==> config.mk <==
export PLATFORM = sky130hd
export DESIGN_NAME = asc_slot_regs
export DESIGN_NICKNAME = d
export VERILOG_FILES = /design/src/include/asc_pkg.sv /design/src/include/asc_gain_if.sv /design/src/verilog/asc_gain_sel.sv /design/src/verilog/asc_slot_regs.sv
export VERILOG_INCLUDE_DIRS = /design/src /design/src/include
export SDC_FILE = /design/constraint.sdc
export NUM_CORES = 1
export LEC_CHECK = 0
export BUFFER_PORTS_ARGS = -buffer_cell sky130_fd_sc_hd__buf_2
export CORE_ASPECT_RATIO = 1.25
export CORE_MARGIN = 1.5
export CORE_UTILIZATION = 35
export DETAILED_ROUTE_END_ITERATION = 8
export GPL_TIMING_DRIVEN = 0
export SLEW_MARGIN = 10
export SYNTH_ARGS = -nofsm -noshare
export SYNTH_HDL_FRONTEND = slang
export SYNTH_SLANG_ARGS = --single-unit
==> constraint.sdc <==
create_clock -name CLK -period 3.4 [get_ports CLK]
set_clock_uncertainty 0.2 [all_clocks]
set_input_delay 0.34 -clock CLK [delete_from_list [all_inputs] [get_ports CLK]]
set_output_delay 0.34 -clock CLK [all_outputs]
set_load 0.05 [all_outputs]
==> src/include/asc_cfg.svh <==
// Offsets, field positions, reset values and timing counts of the slot configuration bank
`ifndef ASC_CFG_SVH
`define ASC_CFG_SVH

`define ASC_ADDR_A_TIMING   8'h39
`define ASC_ADDR_B_TIMING   8'h3B
`define ASC_ADDR_A_MODE     8'h42
`define ASC_ADDR_A_PATH     8'h43
`define ASC_ADDR_B_MODE     8'h44
`define ASC_ADDR_GAIN_PWR   8'h55
`define ASC_ADDR_DIG_EN     8'h58
`define ASC_ADDR_DIG_OPT    8'h5A

`define ASC_RST_TIMING      16'h22FC
`define ASC_RST_MODE        16'h1C38
`define ASC_RST_PATH        16'hADA5
`define ASC_RST_ZERO        16'h0000

`define ASC_MASK_GAIN_PWR   16'hEFFF
`define ASC_MASK_DIG_EN     16'h3000
`define ASC_MASK_DIG_OPT    16'h00E0

`define ASC_CODE_FULL       16'hADA5
`define ASC_CODE_TIA_BUF    16'hAE65
`define ASC_CODE_TIA_NOBUF  16'hB065
`define ASC_MODE_NORMAL     8'h1C
`define ASC_MODE_DIGINT     8'h1D
`define ASC_PD_ALL          3'h7

`define ASC_F_WIDTH         15:11
`define ASC_F_COARSE        10:5
`define ASC_F_FINE          4:0
`define ASC_F_MODE          15:8
`define ASC_B_BUF           7
`define ASC_B_IND_EN        6
`define ASC_F_COMMON_GAIN   1:0
`define ASC_F_PD            15:13
`define ASC_F_GAIN_B        11:6
`define ASC_F_GAIN_A        5:0
`define ASC_B_DIG_EN_B      13
`define ASC_B_DIG_EN_A      12
`define ASC_B_GAP           7
`define ASC_B_PAIR_B        6
`define ASC_B_PAIR_A        5

`define ASC_CLK_NS          50
`define ASC_STEP_US_NS      1000
`define ASC_CYC_PER_US      (`ASC_STEP_US_NS / `ASC_CLK_NS)

`endif

==> src/include/asc_pkg.sv <==
// Types shared by the slot configuration bank
package asc_pkg;

	typedef enum logic [2:0]
	{
		ASC_PATH_FULL    = 3'b001,
		ASC_PATH_TIA_ADC = 3'b010,
		ASC_PATH_RSVD    = 3'b100
	} asc_path_t;

	typedef enum logic [2:0]
	{
		ASC_FE_NORMAL = 3'b001,
		ASC_FE_DIGINT = 3'b010,
		ASC_FE_RSVD   = 3'b100
	} asc_fe_mode_t;

	typedef enum logic [1:0]
	{
		ASC_GAIN_200K = 2'h0,
		ASC_GAIN_100K = 2'h1,
		ASC_GAIN_50K  = 2'h2,
		ASC_GAIN_25K  = 2'h3
	} asc_gain_t;

endpackage : asc_pkg

==> src/include/asc_gain_if.sv <==
// Gain selection signals passed between the bank and its gain resolver
`timescale 1ns/1ps
interface asc_gain_if;
	logic       ind_en;
	logic [1:0] common;
	logic [5:0] upper;
	logic [7:0] gain;

	modport src (output ind_en, output common, output upper, input gain);
	modport sel (input ind_en, input common, input upper, output gain);
endinterface : asc_gain_if

==> src/verilog/asc_gain_sel.sv <==
// Per-channel gain resolver for one time slot
`timescale 1ns/1ps
module asc_gain_sel
(
	asc_gain_if.sel g
);
	genvar i;
	generate
		for (i = 0; i < 4; i++)
		begin : g_ch
			if (i == 0)
			begin : g_first
				assign g.gain[1:0] = g.common;
			end
			else
			begin : g_upper
				assign g.gain[2*i+1:2*i] = g.ind_en ? g.upper[2*i-1:2*i-2] : g.common;
			end
		end
	endgenerate
endmodule : asc_gain_sel

==> src/verilog/asc_slot_regs.sv <==
// Slot configuration register bank with decoded front-end controls
// Behaviour
// - Slot A path code ADA5 full path; AE65 with buffer, B065 without, converter mode.
// - Power field 0 keeps channels up; 7 powers down channels 2-4 in integration.
// - Slot B channels 4,3,2 gains in own two-bit fields, 200k to 25k.
// - Slot A channels 4,3,2 gains in own two-bit fields, same encoding.
// - Gap bit 0 gives no gap; 1 uses each slot fine offset as gap.
// - Pair mode bit 0 double-sample, 1 single-sample, per slot.
// - Slot B window width five bits in 1 us steps, resets to 4.
// - Slot B coarse offset six bits in 1 us steps, resets to 0x17.
// - Slot B fine offset five bits in 31.25 ns steps, resets to 0x1C.
// - Slot B mode byte 0x1C normal chain, 0x1D digital integrate.
// - Slot B buffer bit converts integrator; digital integrate mode forces it.
// - Slot B individual enable: channel 1 from mode bits, 2-4 from shared register.
// - Individual gains off: common field sets all channels; on: channel 1 only.
// - Digital integration enabled per slot by bits 13 and 12.
`timescale 1ns/1ps
`include "asc_cfg.svh"
module asc_slot_regs
(
	input  wire logic        CLK,
	input  wire logic        RST_N,
	input  wire logic [7:0]  REG_ADDR,
	input  wire logic [15:0] REG_WDATA,
	input  wire logic        REG_WE,
	input  wire logic        REG_RE,
	output logic      [15:0] REG_RDATA,
	output logic             REG_RVALID,
	output logic      [2:0]  SLOTA_PATH,
	output logic      [2:0]  SLOTB_MODE,
	output logic             SLOTA_INT_BUF,
	output logic             SLOTB_INT_BUF,
	output logic      [7:0]  SLOTA_GAIN,
	output logic      [7:0]  SLOTB_GAIN,
	output logic             SLOTA_DIGINT_EN,
	output logic             SLOTB_DIGINT_EN,
	output logic             SLOTA_UPPER_PD,
	output logic             SLOTB_UPPER_PD,
	output logic      [4:0]  SLOTA_GAP_US,
	output logic      [4:0]  SLOTB_GAP_US,
	output logic             SLOTA_SINGLE_PAIR,
	output logic             SLOTB_SINGLE_PAIR,
	output logic      [9:0]  SLOTB_WIDTH_CYC,
	output logic      [10:0] SLOTB_OFFSET_CYC,
	output logic      [4:0]  SLOTB_FINE_OFFSET
);
	localparam logic [4:0] CYC_PER_US = 5'(`ASC_CYC_PER_US);

	logic [15:0] timing_a_q;
	logic [15:0] timing_b_q;
	logic [15:0] mode_a_q;
	logic [15:0] path_a_q;
	logic [15:0] mode_b_q;
	logic [15:0] gain_pwr_q;
	logic [15:0] dig_en_q;
	logic [15:0] dig_opt_q;
	logic [15:0] rdata_q;
	logic        rvalid_q;

	// Address decode
	wire sel_timing_a = (REG_ADDR == `ASC_ADDR_A_TIMING);
	wire sel_timing_b = (REG_ADDR == `ASC_ADDR_B_TIMING);
	wire sel_mode_a   = (REG_ADDR == `ASC_ADDR_A_MODE);
	wire sel_path_a   = (REG_ADDR == `ASC_ADDR_A_PATH);
	wire sel_mode_b   = (REG_ADDR == `ASC_ADDR_B_MODE);
	wire sel_gain_pwr = (REG_ADDR == `ASC_ADDR_GAIN_PWR);
	wire sel_dig_en   = (REG_ADDR == `ASC_ADDR_DIG_EN);
	wire sel_dig_opt  = (REG_ADDR == `ASC_ADDR_DIG_OPT);

	// Read selection, unmapped addresses read zero
	wire [15:0] rd_mux = ({16{sel_timing_a}} & timing_a_q)
		| ({16{sel_timing_b}} & timing_b_q)
		| ({16{sel_mode_a}} & mode_a_q)
		| ({16{sel_path_a}} & path_a_q)
		| ({16{sel_mode_b}} & mode_b_q)
		| ({16{sel_gain_pwr}} & gain_pwr_q)
		| ({16{sel_dig_en}} & dig_en_q)
		| ({16{sel_dig_opt}} & dig_opt_q);

	// Register storage; reserved bits are held at zero in the gain/power, enable and option registers only
	always_ff @(posedge CLK or negedge RST_N)
	begin
		if (!RST_N)
		begin
			timing_a_q <= `ASC_RST_TIMING;
			timing_b_q <= `ASC_RST_TIMING;
			mode_a_q   <= `ASC_RST_MODE;
			path_a_q   <= `ASC_RST_PATH;
			mode_b_q   <= `ASC_RST_MODE;
			gain_pwr_q <= `ASC_RST_ZERO;
			dig_en_q   <= `ASC_RST_ZERO;
			dig_opt_q  <= `ASC_RST_ZERO;
		end
		else if (REG_WE)
		begin
			if (sel_timing_a) timing_a_q <= REG_WDATA;
			if (sel_timing_b) timing_b_q <= REG_WDATA;
			if (sel_mode_a)   mode_a_q   <= REG_WDATA;
			if (sel_path_a)   path_a_q   <= REG_WDATA;
			if (sel_mode_b)   mode_b_q   <= REG_WDATA;
			if (sel_gain_pwr) gain_pwr_q <= REG_WDATA & `ASC_MASK_GAIN_PWR;
			if (sel_dig_en)   dig_en_q   <= REG_WDATA & `ASC_MASK_DIG_EN;
			if (sel_dig_opt)  dig_opt_q  <= REG_WDATA & `ASC_MASK_DIG_OPT;
		end
	end

	always_ff @(posedge CLK or negedge RST_N)
	begin
		if (!RST_N)
		begin
			rdata_q  <= 16'h0000;
			rvalid_q <= 1'b0;
		end
		else
		begin
			rvalid_q <= REG_RE;
			if (REG_RE)
				rdata_q <= rd_mux;
		end
	end

	assign REG_RDATA  = rdata_q;
	assign REG_RVALID = rvalid_q;

	// Front-end decode
	wire mode_a_digint = (mode_a_q[`ASC_F_MODE] == `ASC_MODE_DIGINT);
	wire mode_b_digint = (mode_b_q[`ASC_F_MODE] == `ASC_MODE_DIGINT);
	wire mode_b_normal = (mode_b_q[`ASC_F_MODE] == `ASC_MODE_NORMAL);
	wire buf_a         = mode_a_q[`ASC_B_BUF] | mode_a_digint;
	wire buf_b         = mode_b_q[`ASC_B_BUF] | mode_b_digint;
	wire path_full     = (path_a_q == `ASC_CODE_FULL);
	wire path_tia      = ((path_a_q == `ASC_CODE_TIA_BUF) & mode_a_q[`ASC_B_BUF])
		| ((path_a_q == `ASC_CODE_TIA_NOBUF) & ~mode_a_q[`ASC_B_BUF])
		| ((path_a_q == `ASC_CODE_TIA_BUF) & mode_a_digint);
	wire dig_a         = dig_en_q[`ASC_B_DIG_EN_A];
	wire dig_b         = dig_en_q[`ASC_B_DIG_EN_B];
	wire pd_all        = (gain_pwr_q[`ASC_F_PD] == `ASC_PD_ALL);
	wire gap_en        = dig_opt_q[`ASC_B_GAP];

	wire asc_pkg::asc_path_t path_a_w = path_full ? asc_pkg::ASC_PATH_FULL
		: (path_tia ? asc_pkg::ASC_PATH_TIA_ADC : asc_pkg::ASC_PATH_RSVD);
	wire asc_pkg::asc_fe_mode_t fe_b_w = mode_b_normal ? asc_pkg::ASC_FE_NORMAL
		: (mode_b_digint ? asc_pkg::ASC_FE_DIGINT : asc_pkg::ASC_FE_RSVD);

	wire [4:0]  gap_a_w   = gap_en ? timing_a_q[`ASC_F_FINE] : 5'h00;
	wire [4:0]  gap_b_w   = gap_en ? timing_b_q[`ASC_F_FINE] : 5'h00;
	wire [9:0]  width_w   = 10'(timing_b_q[`ASC_F_WIDTH]) * 10'(CYC_PER_US);
	wire [10:0] coarse_w  = 11'(timing_b_q[`ASC_F_COARSE]) * 11'(CYC_PER_US);

	// Gain resolution per slot
	asc_gain_if gain_a_if ();
	asc_gain_if gain_b_if ();

	assign gain_a_if.ind_en = mode_a_q[`ASC_B_IND_EN];
	assign gain_a_if.common = mode_a_q[`ASC_F_COMMON_GAIN];
	assign gain_a_if.upper  = gain_pwr_q[`ASC_F_GAIN_A];
	assign gain_b_if.ind_en = mode_b_q[`ASC_B_IND_EN];
	assign gain_b_if.common = mode_b_q[`ASC_F_COMMON_GAIN];
	assign gain_b_if.upper  = gain_pwr_q[`ASC_F_GAIN_B];

	asc_gain_sel u_gain_a
	(
		.g (gain_a_if.sel)
	);

	asc_gain_sel u_gain_b
	(
		.g (gain_b_if.sel)
	);

	// Registered control outputs
	always_ff @(posedge CLK or negedge RST_N)
	begin
		if (!RST_N)
		begin
			SLOTA_PATH        <= asc_pkg::ASC_PATH_FULL;
			SLOTB_MODE        <= asc_pkg::ASC_FE_NORMAL;
			SLOTA_INT_BUF     <= 1'b0;
			SLOTB_INT_BUF     <= 1'b0;
			SLOTA_GAIN        <= 8'h00;
			SLOTB_GAIN        <= 8'h00;
			SLOTA_DIGINT_EN   <= 1'b0;
			SLOTB_DIGINT_EN   <= 1'b0;
			SLOTA_UPPER_PD    <= 1'b0;
			SLOTB_UPPER_PD    <= 1'b0;
			SLOTA_GAP_US      <= 5'h00;
			SLOTB_GAP_US      <= 5'h00;
			SLOTA_SINGLE_PAIR <= 1'b0;
			SLOTB_SINGLE_PAIR <= 1'b0;
			SLOTB_WIDTH_CYC   <= 10'h050;
			SLOTB_OFFSET_CYC  <= 11'h1CC;
			SLOTB_FINE_OFFSET <= 5'h1C;
		end
		else
		begin
			SLOTA_PATH        <= path_a_w;
			SLOTB_MODE        <= fe_b_w;
			SLOTA_INT_BUF     <= buf_a;
			SLOTB_INT_BUF     <= buf_b;
			SLOTA_GAIN        <= gain_a_if.gain;
			SLOTB_GAIN        <= gain_b_if.gain;
			SLOTA_DIGINT_EN   <= dig_a;
			SLOTB_DIGINT_EN   <= dig_b;
			SLOTA_UPPER_PD    <= pd_all & dig_a;
			SLOTB_UPPER_PD    <= pd_all & dig_b;
			SLOTA_GAP_US      <= gap_a_w;
			SLOTB_GAP_US      <= gap_b_w;
			SLOTA_SINGLE_PAIR <= dig_opt_q[`ASC_B_PAIR_A];
			SLOTB_SINGLE_PAIR <= dig_opt_q[`ASC_B_PAIR_B];
			SLOTB_WIDTH_CYC   <= width_w;
			SLOTB_OFFSET_CYC  <= coarse_w;
			SLOTB_FINE_OFFSET <= timing_b_q[`ASC_F_FINE];
		end
	end

	// Checks
	path_full_a: assert property (@(posedge CLK) disable iff (!RST_N)
		(REG_WE && sel_path_a && REG_WDATA == `ASC_CODE_FULL) |=> ##1 SLOTA_PATH == asc_pkg::ASC_PATH_FULL)
		else $error("slot A full path code not decoded");

	path_tia_a: assert property (@(posedge CLK) disable iff (!RST_N)
		(path_a_q == `ASC_CODE_TIA_NOBUF && !mode_a_q[`ASC_B_BUF] && !mode_a_digint)
		|=> SLOTA_PATH == asc_pkg::ASC_PATH_TIA_ADC)
		else $error("slot A converter path without buffer not decoded");

	path_tia_buf_a: assert property (@(posedge CLK) disable iff (!RST_N)
		(path_a_q == `ASC_CODE_TIA_BUF && (mode_a_q[`ASC_B_BUF] || mode_a_digint))
		|=> SLOTA_PATH == asc_pkg::ASC_PATH_TIA_ADC)
		else $error("slot A converter path with buffer not decoded");

	upper_pd_a: assert property (@(posedge CLK) disable iff (!RST_N)
		(gain_pwr_q[`ASC_F_PD] == 3'h0) |=> !SLOTA_UPPER_PD && !SLOTB_UPPER_PD)
		else $error("channels powered down with power field zero");

	upper_pd_on_a: assert property (@(posedge CLK) disable iff (!RST_N)
		(gain_pwr_q[`ASC_F_PD] == `ASC_PD_ALL && dig_b)
		|=> SLOTB_UPPER_PD)
		else $error("slot B upper channels not powered down");

	gain_ind_b_a: assert property (@(posedge CLK) disable iff (!RST_N)
		mode_b_q[`ASC_B_IND_EN] |=> SLOTB_GAIN[7:2] == $past(gain_pwr_q[11:6])
			&& SLOTB_GAIN[1:0] == $past(mode_b_q[1:0]))
		else $error("slot B individual gains not taken from shared register");

	gain_ind_a_a: assert property (@(posedge CLK) disable iff (!RST_N)
		mode_a_q[`ASC_B_IND_EN] |=> SLOTA_GAIN[7:2] == $past(gain_pwr_q[5:0])
			&& SLOTA_GAIN[1:0] == $past(mode_a_q[1:0]))
		else $error("slot A individual gains not taken from shared register");

	gain_common_a: assert property (@(posedge CLK) disable iff (!RST_N)
		!mode_a_q[`ASC_B_IND_EN] |=> SLOTA_GAIN == {4{$past(mode_a_q[1:0])}})
		else $error("slot A common gain not applied to all channels");

	gain_common_b_a: assert property (@(posedge CLK) disable iff (!RST_N)
		!mode_b_q[`ASC_B_IND_EN] |=> SLOTB_GAIN == {4{$past(mode_b_q[1:0])}})
		else $error("slot B common gain not applied to all channels");

	gap_zero_a: assert property (@(posedge CLK) disable iff (!RST_N)
		!gap_en |=> SLOTA_GAP_US == 5'h00 && SLOTB_GAP_US == 5'h00)
		else $error("gap present with gapped mode off");

	gap_on_a: assert property (@(posedge CLK) disable iff (!RST_N)
		gap_en |=> SLOTA_GAP_US == $past(timing_a_q[4:0])
			&& SLOTB_GAP_US == $past(timing_b_q[4:0]))
		else $error("gap not taken from fine offsets");

	pair_mode_a: assert property (@(posedge CLK) disable iff (!RST_N)
		(REG_WE && sel_dig_opt) |=> ##1 SLOTB_SINGLE_PAIR == $past(REG_WDATA[6], 2)
			&& SLOTA_SINGLE_PAIR == $past(REG_WDATA[5], 2))
		else $error("pair mode bits not reflected");

	window_width_a: assert property (@(posedge CLK) disable iff (!RST_N)
		(REG_WE && sel_timing_b && REG_WDATA[15:11] == 5'h01) |=> ##1 SLOTB_WIDTH_CYC == 10'h014)
		else $error("window width step not twenty cycles");

	coarse_fine_a: assert property (@(posedge CLK) disable iff (!RST_N)
		(REG_WE && sel_timing_b) |=> ##1 SLOTB_FINE_OFFSET == $past(REG_WDATA[4:0], 2)
			&& SLOTB_OFFSET_CYC == 11'($past(REG_WDATA[10:5], 2)) * 11'h014)
		else $error("slot B offsets not reflected");

	mode_normal_a: assert property (@(posedge CLK) disable iff (!RST_N)
		mode_b_normal |=> SLOTB_MODE == asc_pkg::ASC_FE_NORMAL)
		else $error("slot B normal mode not decoded");

	digint_buf_a: assert property (@(posedge CLK) disable iff (!RST_N)
		mode_b_digint |=> SLOTB_INT_BUF && SLOTB_MODE == asc_pkg::ASC_FE_DIGINT)
		else $error("digital integrate mode did not force buffer");

	buf_plain_a: assert property (@(posedge CLK) disable iff (!RST_N)
		(!mode_b_q[`ASC_B_BUF] && !mode_b_digint)
		|=> !SLOTB_INT_BUF)
		else $error("slot B integrator buffered without request");

	dig_enable_a: assert property (@(posedge CLK) disable iff (!RST_N)
		(REG_WE && sel_dig_en) |=> ##1 SLOTB_DIGINT_EN == $past(REG_WDATA[13], 2)
			&& SLOTA_DIGINT_EN == $past(REG_WDATA[12], 2))
		else $error("digital integration enables not reflected");

	read_back_a: assert property (@(posedge CLK) disable iff (!RST_N)
		REG_RE |=> REG_RVALID && REG_RDATA == $past(rd_mux))
		else $error("read data not returned one cycle after request");

	rvalid_pulse_a: assert property (@(posedge CLK) disable iff (!RST_N)
		!REG_RE |=> !REG_RVALID)
		else $error("read valid without a read request");

endmodule : asc_slot_regs

Word level (Yosys, flattened, before mapping):

Index checks and enable logic that the tools add are counted.

* memory bits (writable): 0
* ROM bits: 0
* word-level logic and storage cells: 89
* latch bits: 0
* memories: 0
* register bits: 179
* output and inout bits: 83

* muxes and demuxes: 12
* add/subtract/negate cells: 0
* reduce and logical (&&, ||, !) cells: 8
* bitwise operators: 25
* multiply operators: 2
* equality and inequality tests: 15
* shift-type cells: 0
* div/mod/pow operators: 0
* $lt $le $gt $ge: 0

Operators with widths (number)
* bitwise OR 16 bit: 7
* AND 16 bit: 6
* equality test 16 bit, second input constant: 3
* equality test 8 x 7 -> 1 bit, second input constant: 6
* equality test 8 x 5 -> 1 bit, second input constant: 3
* AND 16 x 14 -> 16 bit: 1
* AND 16 x 8 -> 16 bit: 1
* equality test 8 x 6 -> 1 bit, second input constant: 2
* AND reduction 2 bit: 8
* two-way mux 2 bit: 6
* two-way mux 3 bit: 4
* two-way mux 5 bit: 2
* multiplier 6 x 3 -> 9 bit, second input constant: 1
* multiplier 5 x 3 -> 8 bit, second input constant: 1
* AND 1 bit: 5
* bitwise OR 1 bit: 4
* equality test 3 bit, second input constant: 1
* NOT 1 bit: 1

Depth between registers and ports, before layout:

* depth after elaboration: 9
* mapped depth: 7

By module:

From an unflattened synthesis, not the netlist that was laid out.

* cells, all modules: 542
* area, all modules: 7698.6 µm²

By module, submodules not included
* asc_slot_regs: times used 1, area an instance 7465.9 µm², cells each 524, seq. area each 4540.6 µm²
* asc_gain_sel: times used 2, area an instance 116.4 µm², cells each 9, seq. area each 0.0 µm²

Worst setup path after synthesis:

Ideal clock, no wire load.

* path type: reg-to-reg
* start point: register timing_b_q[6]
* end point: register SLOTB_OFFSET_CYC[9]
* required time: 3120 ps
* setup slack: 1314 ps
* clock period less this slack: 2086 ps
* stages on the path, launching flop included: 7
* arrival time: 1806 ps
* buffers on the path: 0
* path through: dfstp_2 > ha_1 > ha_1 > fa_1 > a21o_1 > a21oi_1 > xnor2_1

* longest elaborated chain between the ends: 1

RTL lines
* from (decl): RTL line asc_slot_regs.sv:50 `logic [15:0] timing_b_q;`
* from (signal assigned): RTL line asc_slot_regs.sv:86 `` timing_b_q <= `ASC_RST_TIMING; ``
* multiplier 6 x 3 -> 9 bit: RTL line asc_slot_regs.sv:148 `` wire [10:0] coarse_w = 11'(timing_b_q[`ASC_F_COARSE]) * 11'(CYC_PER_US); ``
* named net coarse_w[9]: RTL line asc_slot_regs.sv:148
* to (signal assigned): RTL line asc_slot_regs.sv:211 `SLOTB_OFFSET_CYC <= coarse_w;`
* to (decl): RTL line asc_slot_regs.sv:44 `output logic [10:0] SLOTB_OFFSET_CYC,`

The timed path passes the listed nets, and every way through them passes these cells.
A chain may end at the register's enable or synchronous reset.

Worst setup path in the final report:

Ends and elaborated chain as after synthesis.

==> run_results.csv <==
group,metric,value,unit
run_status,status,"finished clean",
clock_tree,post-cts-setup-buffer-count,0,
timing,timing.final.crit_share,67.2,%
logic_synthesis,async_flop_share,100,%
logic_synthesis,synth_mux_area_share,18.0,%
grt,use_met2,31.9,%
logic_synthesis,synth_top_area_share,42.2,%
setup_path,r2r_slack,1.12,ns
setup_path,cp-start-kind,"flop",
floorplan,start_util,35.8,%
grt,overflow,0,
drt,drtIter0Drc,242,
logic_synthesis,synth_edf_count,0,
logic_synthesis,synthTopCellsByArea,"dfrtp_1 42%, dfstp_2 17%, mux2_2 14%",
setup_path,critPathKind,"flop to flop",
timing,hold_violations,0,
clock_tree,cts.repair.resized,0,
power_and_ir_drop,leakage,4.62,nW
final_layout,final_cell_area,9220,um2
grt,antenna_found_initial,0,
power_and_ir_drop,p_per_area,514,nW/um2
floorplan,ioPinCount,111,
logic_synthesis,yosys.area.top_type,"dfrtp_1",
grt,grtUsageMet1,21.9,%
flow_run,drv_cap,0,
logic_synthesis,synth_top_family_by_area,"multiplexers",
final_layout,final_common_cell,"dfrtp_1",
grt,grt.busiest_layer,"met2",
floorplan,rows,60,
clock_tree,clk_pin_slew_worst_paths,0.07,ns
drt,vias,5100,
drt,drc,0,
timing,fmax,438,MHz
min_path,hold_depth,2,
clock_tree,clockBufferDepth,2,
drt,routedWlPerCell,20.8,um
min_path,hold_path_end,"gain_pwr_q[4]",
setup_path,crit-reg2reg-launch,"timing_b_q[6]",
clock_tree,cts_max_level,4,
clock_tree,cts_buffers,17,
logic_synthesis,synth_seq_area_share,58.9,%
logic_synthesis,synth_compound_area_share,6.92,%
placed_design,gp_congestion,0.934,
timing,drv_slew,0,
logic_synthesis,synth_fa_ha_area_share,2.79,%
final_layout,final_cell_mix,"130 x dfrtp_1, 109 x buf_2, 97 x mux2_2",
final_layout,diodes,0,
power_and_ir_drop,ir_drop,0.335,mV
setup_path,worstRegToRegCells,6,
timing,period_needed,2.28,ns
min_path,worstHoldStart,"REG_WDATA[4]",
placed_design,placed_cells,937,
timing,rsz0062_at_grt,"no",
timing,slew_headroom,47.1,%
final_layout,stdcell_count,971,
clock_tree,clock-sinks,179,
floorplan,dieArea,22900,um2
floorplan,die_w,136,um
placed_design,dp_hpwl,14700,um
setup_path,r2r-end,"SLOTB_OFFSET_CYC[9]",
final_layout,syn2layout_area_growth,19.6,%
logic_synthesis,syn_inst,552,
clock_tree,clk_latency,0.44,ns
floorplan,die_height,169,um
timing,setup_viol,0,
setup_path,required,3.56,ns
placed_design,portBuffers,102,
grt,track_usage,18.5,%
drt,wl,20200,um
logic_synthesis,synth.distinct_cells,60,
grt,grt_pass1_wl,31100,um
clock_tree,cts_tree,"yes",
grt,grt_max_degree,105,
final_layout,nNetsFinal,723,
logic_synthesis,yosys_register_bits,179,
logic_synthesis,yosys.area_share.simple,10.1,%
logic_synthesis,synth_warnings,0,
grt,grt_pass1_vias,5360,
grt,gr-usage-met3,3.35,%
logic_synthesis,synth.avg_cell_area,14.0,um2
logic_synthesis,yosys_most_used_dff,"dfrtp_1",
setup_path,arrival,2.45,ns
setup_path,cp_max_fo,4,
placed_design,place_area,8610,um2
logic_synthesis,syn_area,7710,um2
drt,avgViaCountPerCell,5.25,
clock_tree,clk_root_buffer_cell,"clkbuf_16",
logic_synthesis,synth_xor_area_share,0.568,%
timing,worst_slew_pin_slew,0.787,ns
drt,antenna_left,0,
timing,tns,0,ns
drt,drt_pass1_iterations,5,
timing,whs,0.0198,ns
min_path,min_path_type,"input pin to flop",
final_layout,drive_gt1_share,47.4,%
setup_path,end_kind,"flop",
floorplan,coreArea,21500,um2
[stage by stage]
step	worst slack [ns]	total power, mW	util, %
final	1.12	4.74	42.8
after global routing	1.02	4.91	42.8
after CTS	1.11	4.77	42.8
after detailed placement	0.922	2.85	40.0
after global placement	-0.881	2.83	39.8
after floorplan	1.31	2.65	-
[worst max-delay path by stage]
stage | startpoint | to | slack (ns) | cells past startpoint
floorplan | timing_b_q[6] | SLOTB_OFFSET_CYC[9] | 1.31 | 6
finish | timing_b_q[6] | SLOTB_OFFSET_CYC[9] | 1.12 | 6
CTS | timing_b_q[6] | SLOTB_OFFSET_CYC[9] | 1.11 | 6
global route | timing_b_q[6] | SLOTB_OFFSET_CYC[9] | 1.02 | 6
detailed placement | REG_ADDR[1] | REG_RDATA[8] | 0.92 | 6
global placement | RST_N | SLOTB_MODE[2] | -0.88 | 1
[area by class of cell]
cell class / count / area [um2]
buffer: 29 / 179
tap: 279 / 349
clock inverter: 13 / 129
sequential: 179 / 4540
multi-input combinational: 340 / 2970
clock buffer: 19 / 453
timing repair buffer: 105 / 568
inverter: 7 / 26.3
fill: 2017 / 12300
[flip-flops by register name, summed over array words and instances, names as in the netlist, 8 cells and up]
name	cells
timing_a_q	16
timing_b_q	16
REG_RDATA	16
path_a_q	16
mode_b_q	16
SLOTB_WIDTH_CYC	8
gain_pwr_q	15
SLOTA_GAIN	8
mode_a_q	16
SLOTB_OFFSET_CYC	9
SLOTB_GAIN	8
[Yosys cell counts, types with 4 or more instances]
library cell  count
mux2i_1           4
a22o_1           12
dfrtp_1         130
nand4_1           4
a31oi_1          13
buf_4             8
ha_1             14
a21o_1            5
nand2b_1          4
and4_1            4
clkbuf_1          9
nor2_1           19
and3_1            7
dfstp_2          49
and2_1           11
inv_1             7
xnor2_1           4
a21oi_1           7
nor4b_1           5
buf_2             8
nand2_1          32
mux2_2           97
buf_6             4
mux2_1            9
nor2b_1           5
a22oi_1          19
a2bb2oi_1         4
mux2_4           10
[cell families (layout without fill, tap and decap cells)]
family / Yosys count / after routing
and+or+nand+nor: 124 / 124
muxes: 120 / 120
AOI/OAI and AO/OA: 71 / 71
other: 1 / 4
adders and majority gates: 16 / 16
xor gates and xnor gates: 5 / 5
buffers and inverters: 36 / 173
DFF: 179 / 179
[critical path, stage by stage (launching register included)]
cell	delay, ns
dfstp_2	0.60
ha_1	0.26
ha_1	0.23
fa_1	0.40
a21o_1	0.19
a21oi_1	0.19
xnor2_1	0.14
[routing by layer]
layer / vias to the layer above / routed length, um
li1: 2264 / -
met1: 2625 / 8070
met2: 160 / 10500
met3: 51 / 962
met4: 0 / 708
met5: - / 0
[where the power goes]
| part | internal (mW) | total (mW) | switching (mW) |
|---|---|---|---|
| combinational | 0.145 | 0.489 | 0.344 |
| sequential | 2.25 | 2.32 | 0.0685 |
| clock | 1.06 | 1.93 | 0.874 |
[timing repair]
item | 4_1_cts | 5_1_grt
endpoints found under the hold margin | 52 | 0
hold buffers | 2 | 0
setup endpoints to repair | 0 | 0
No activity file was read; power rests on OpenSTA's default activity.
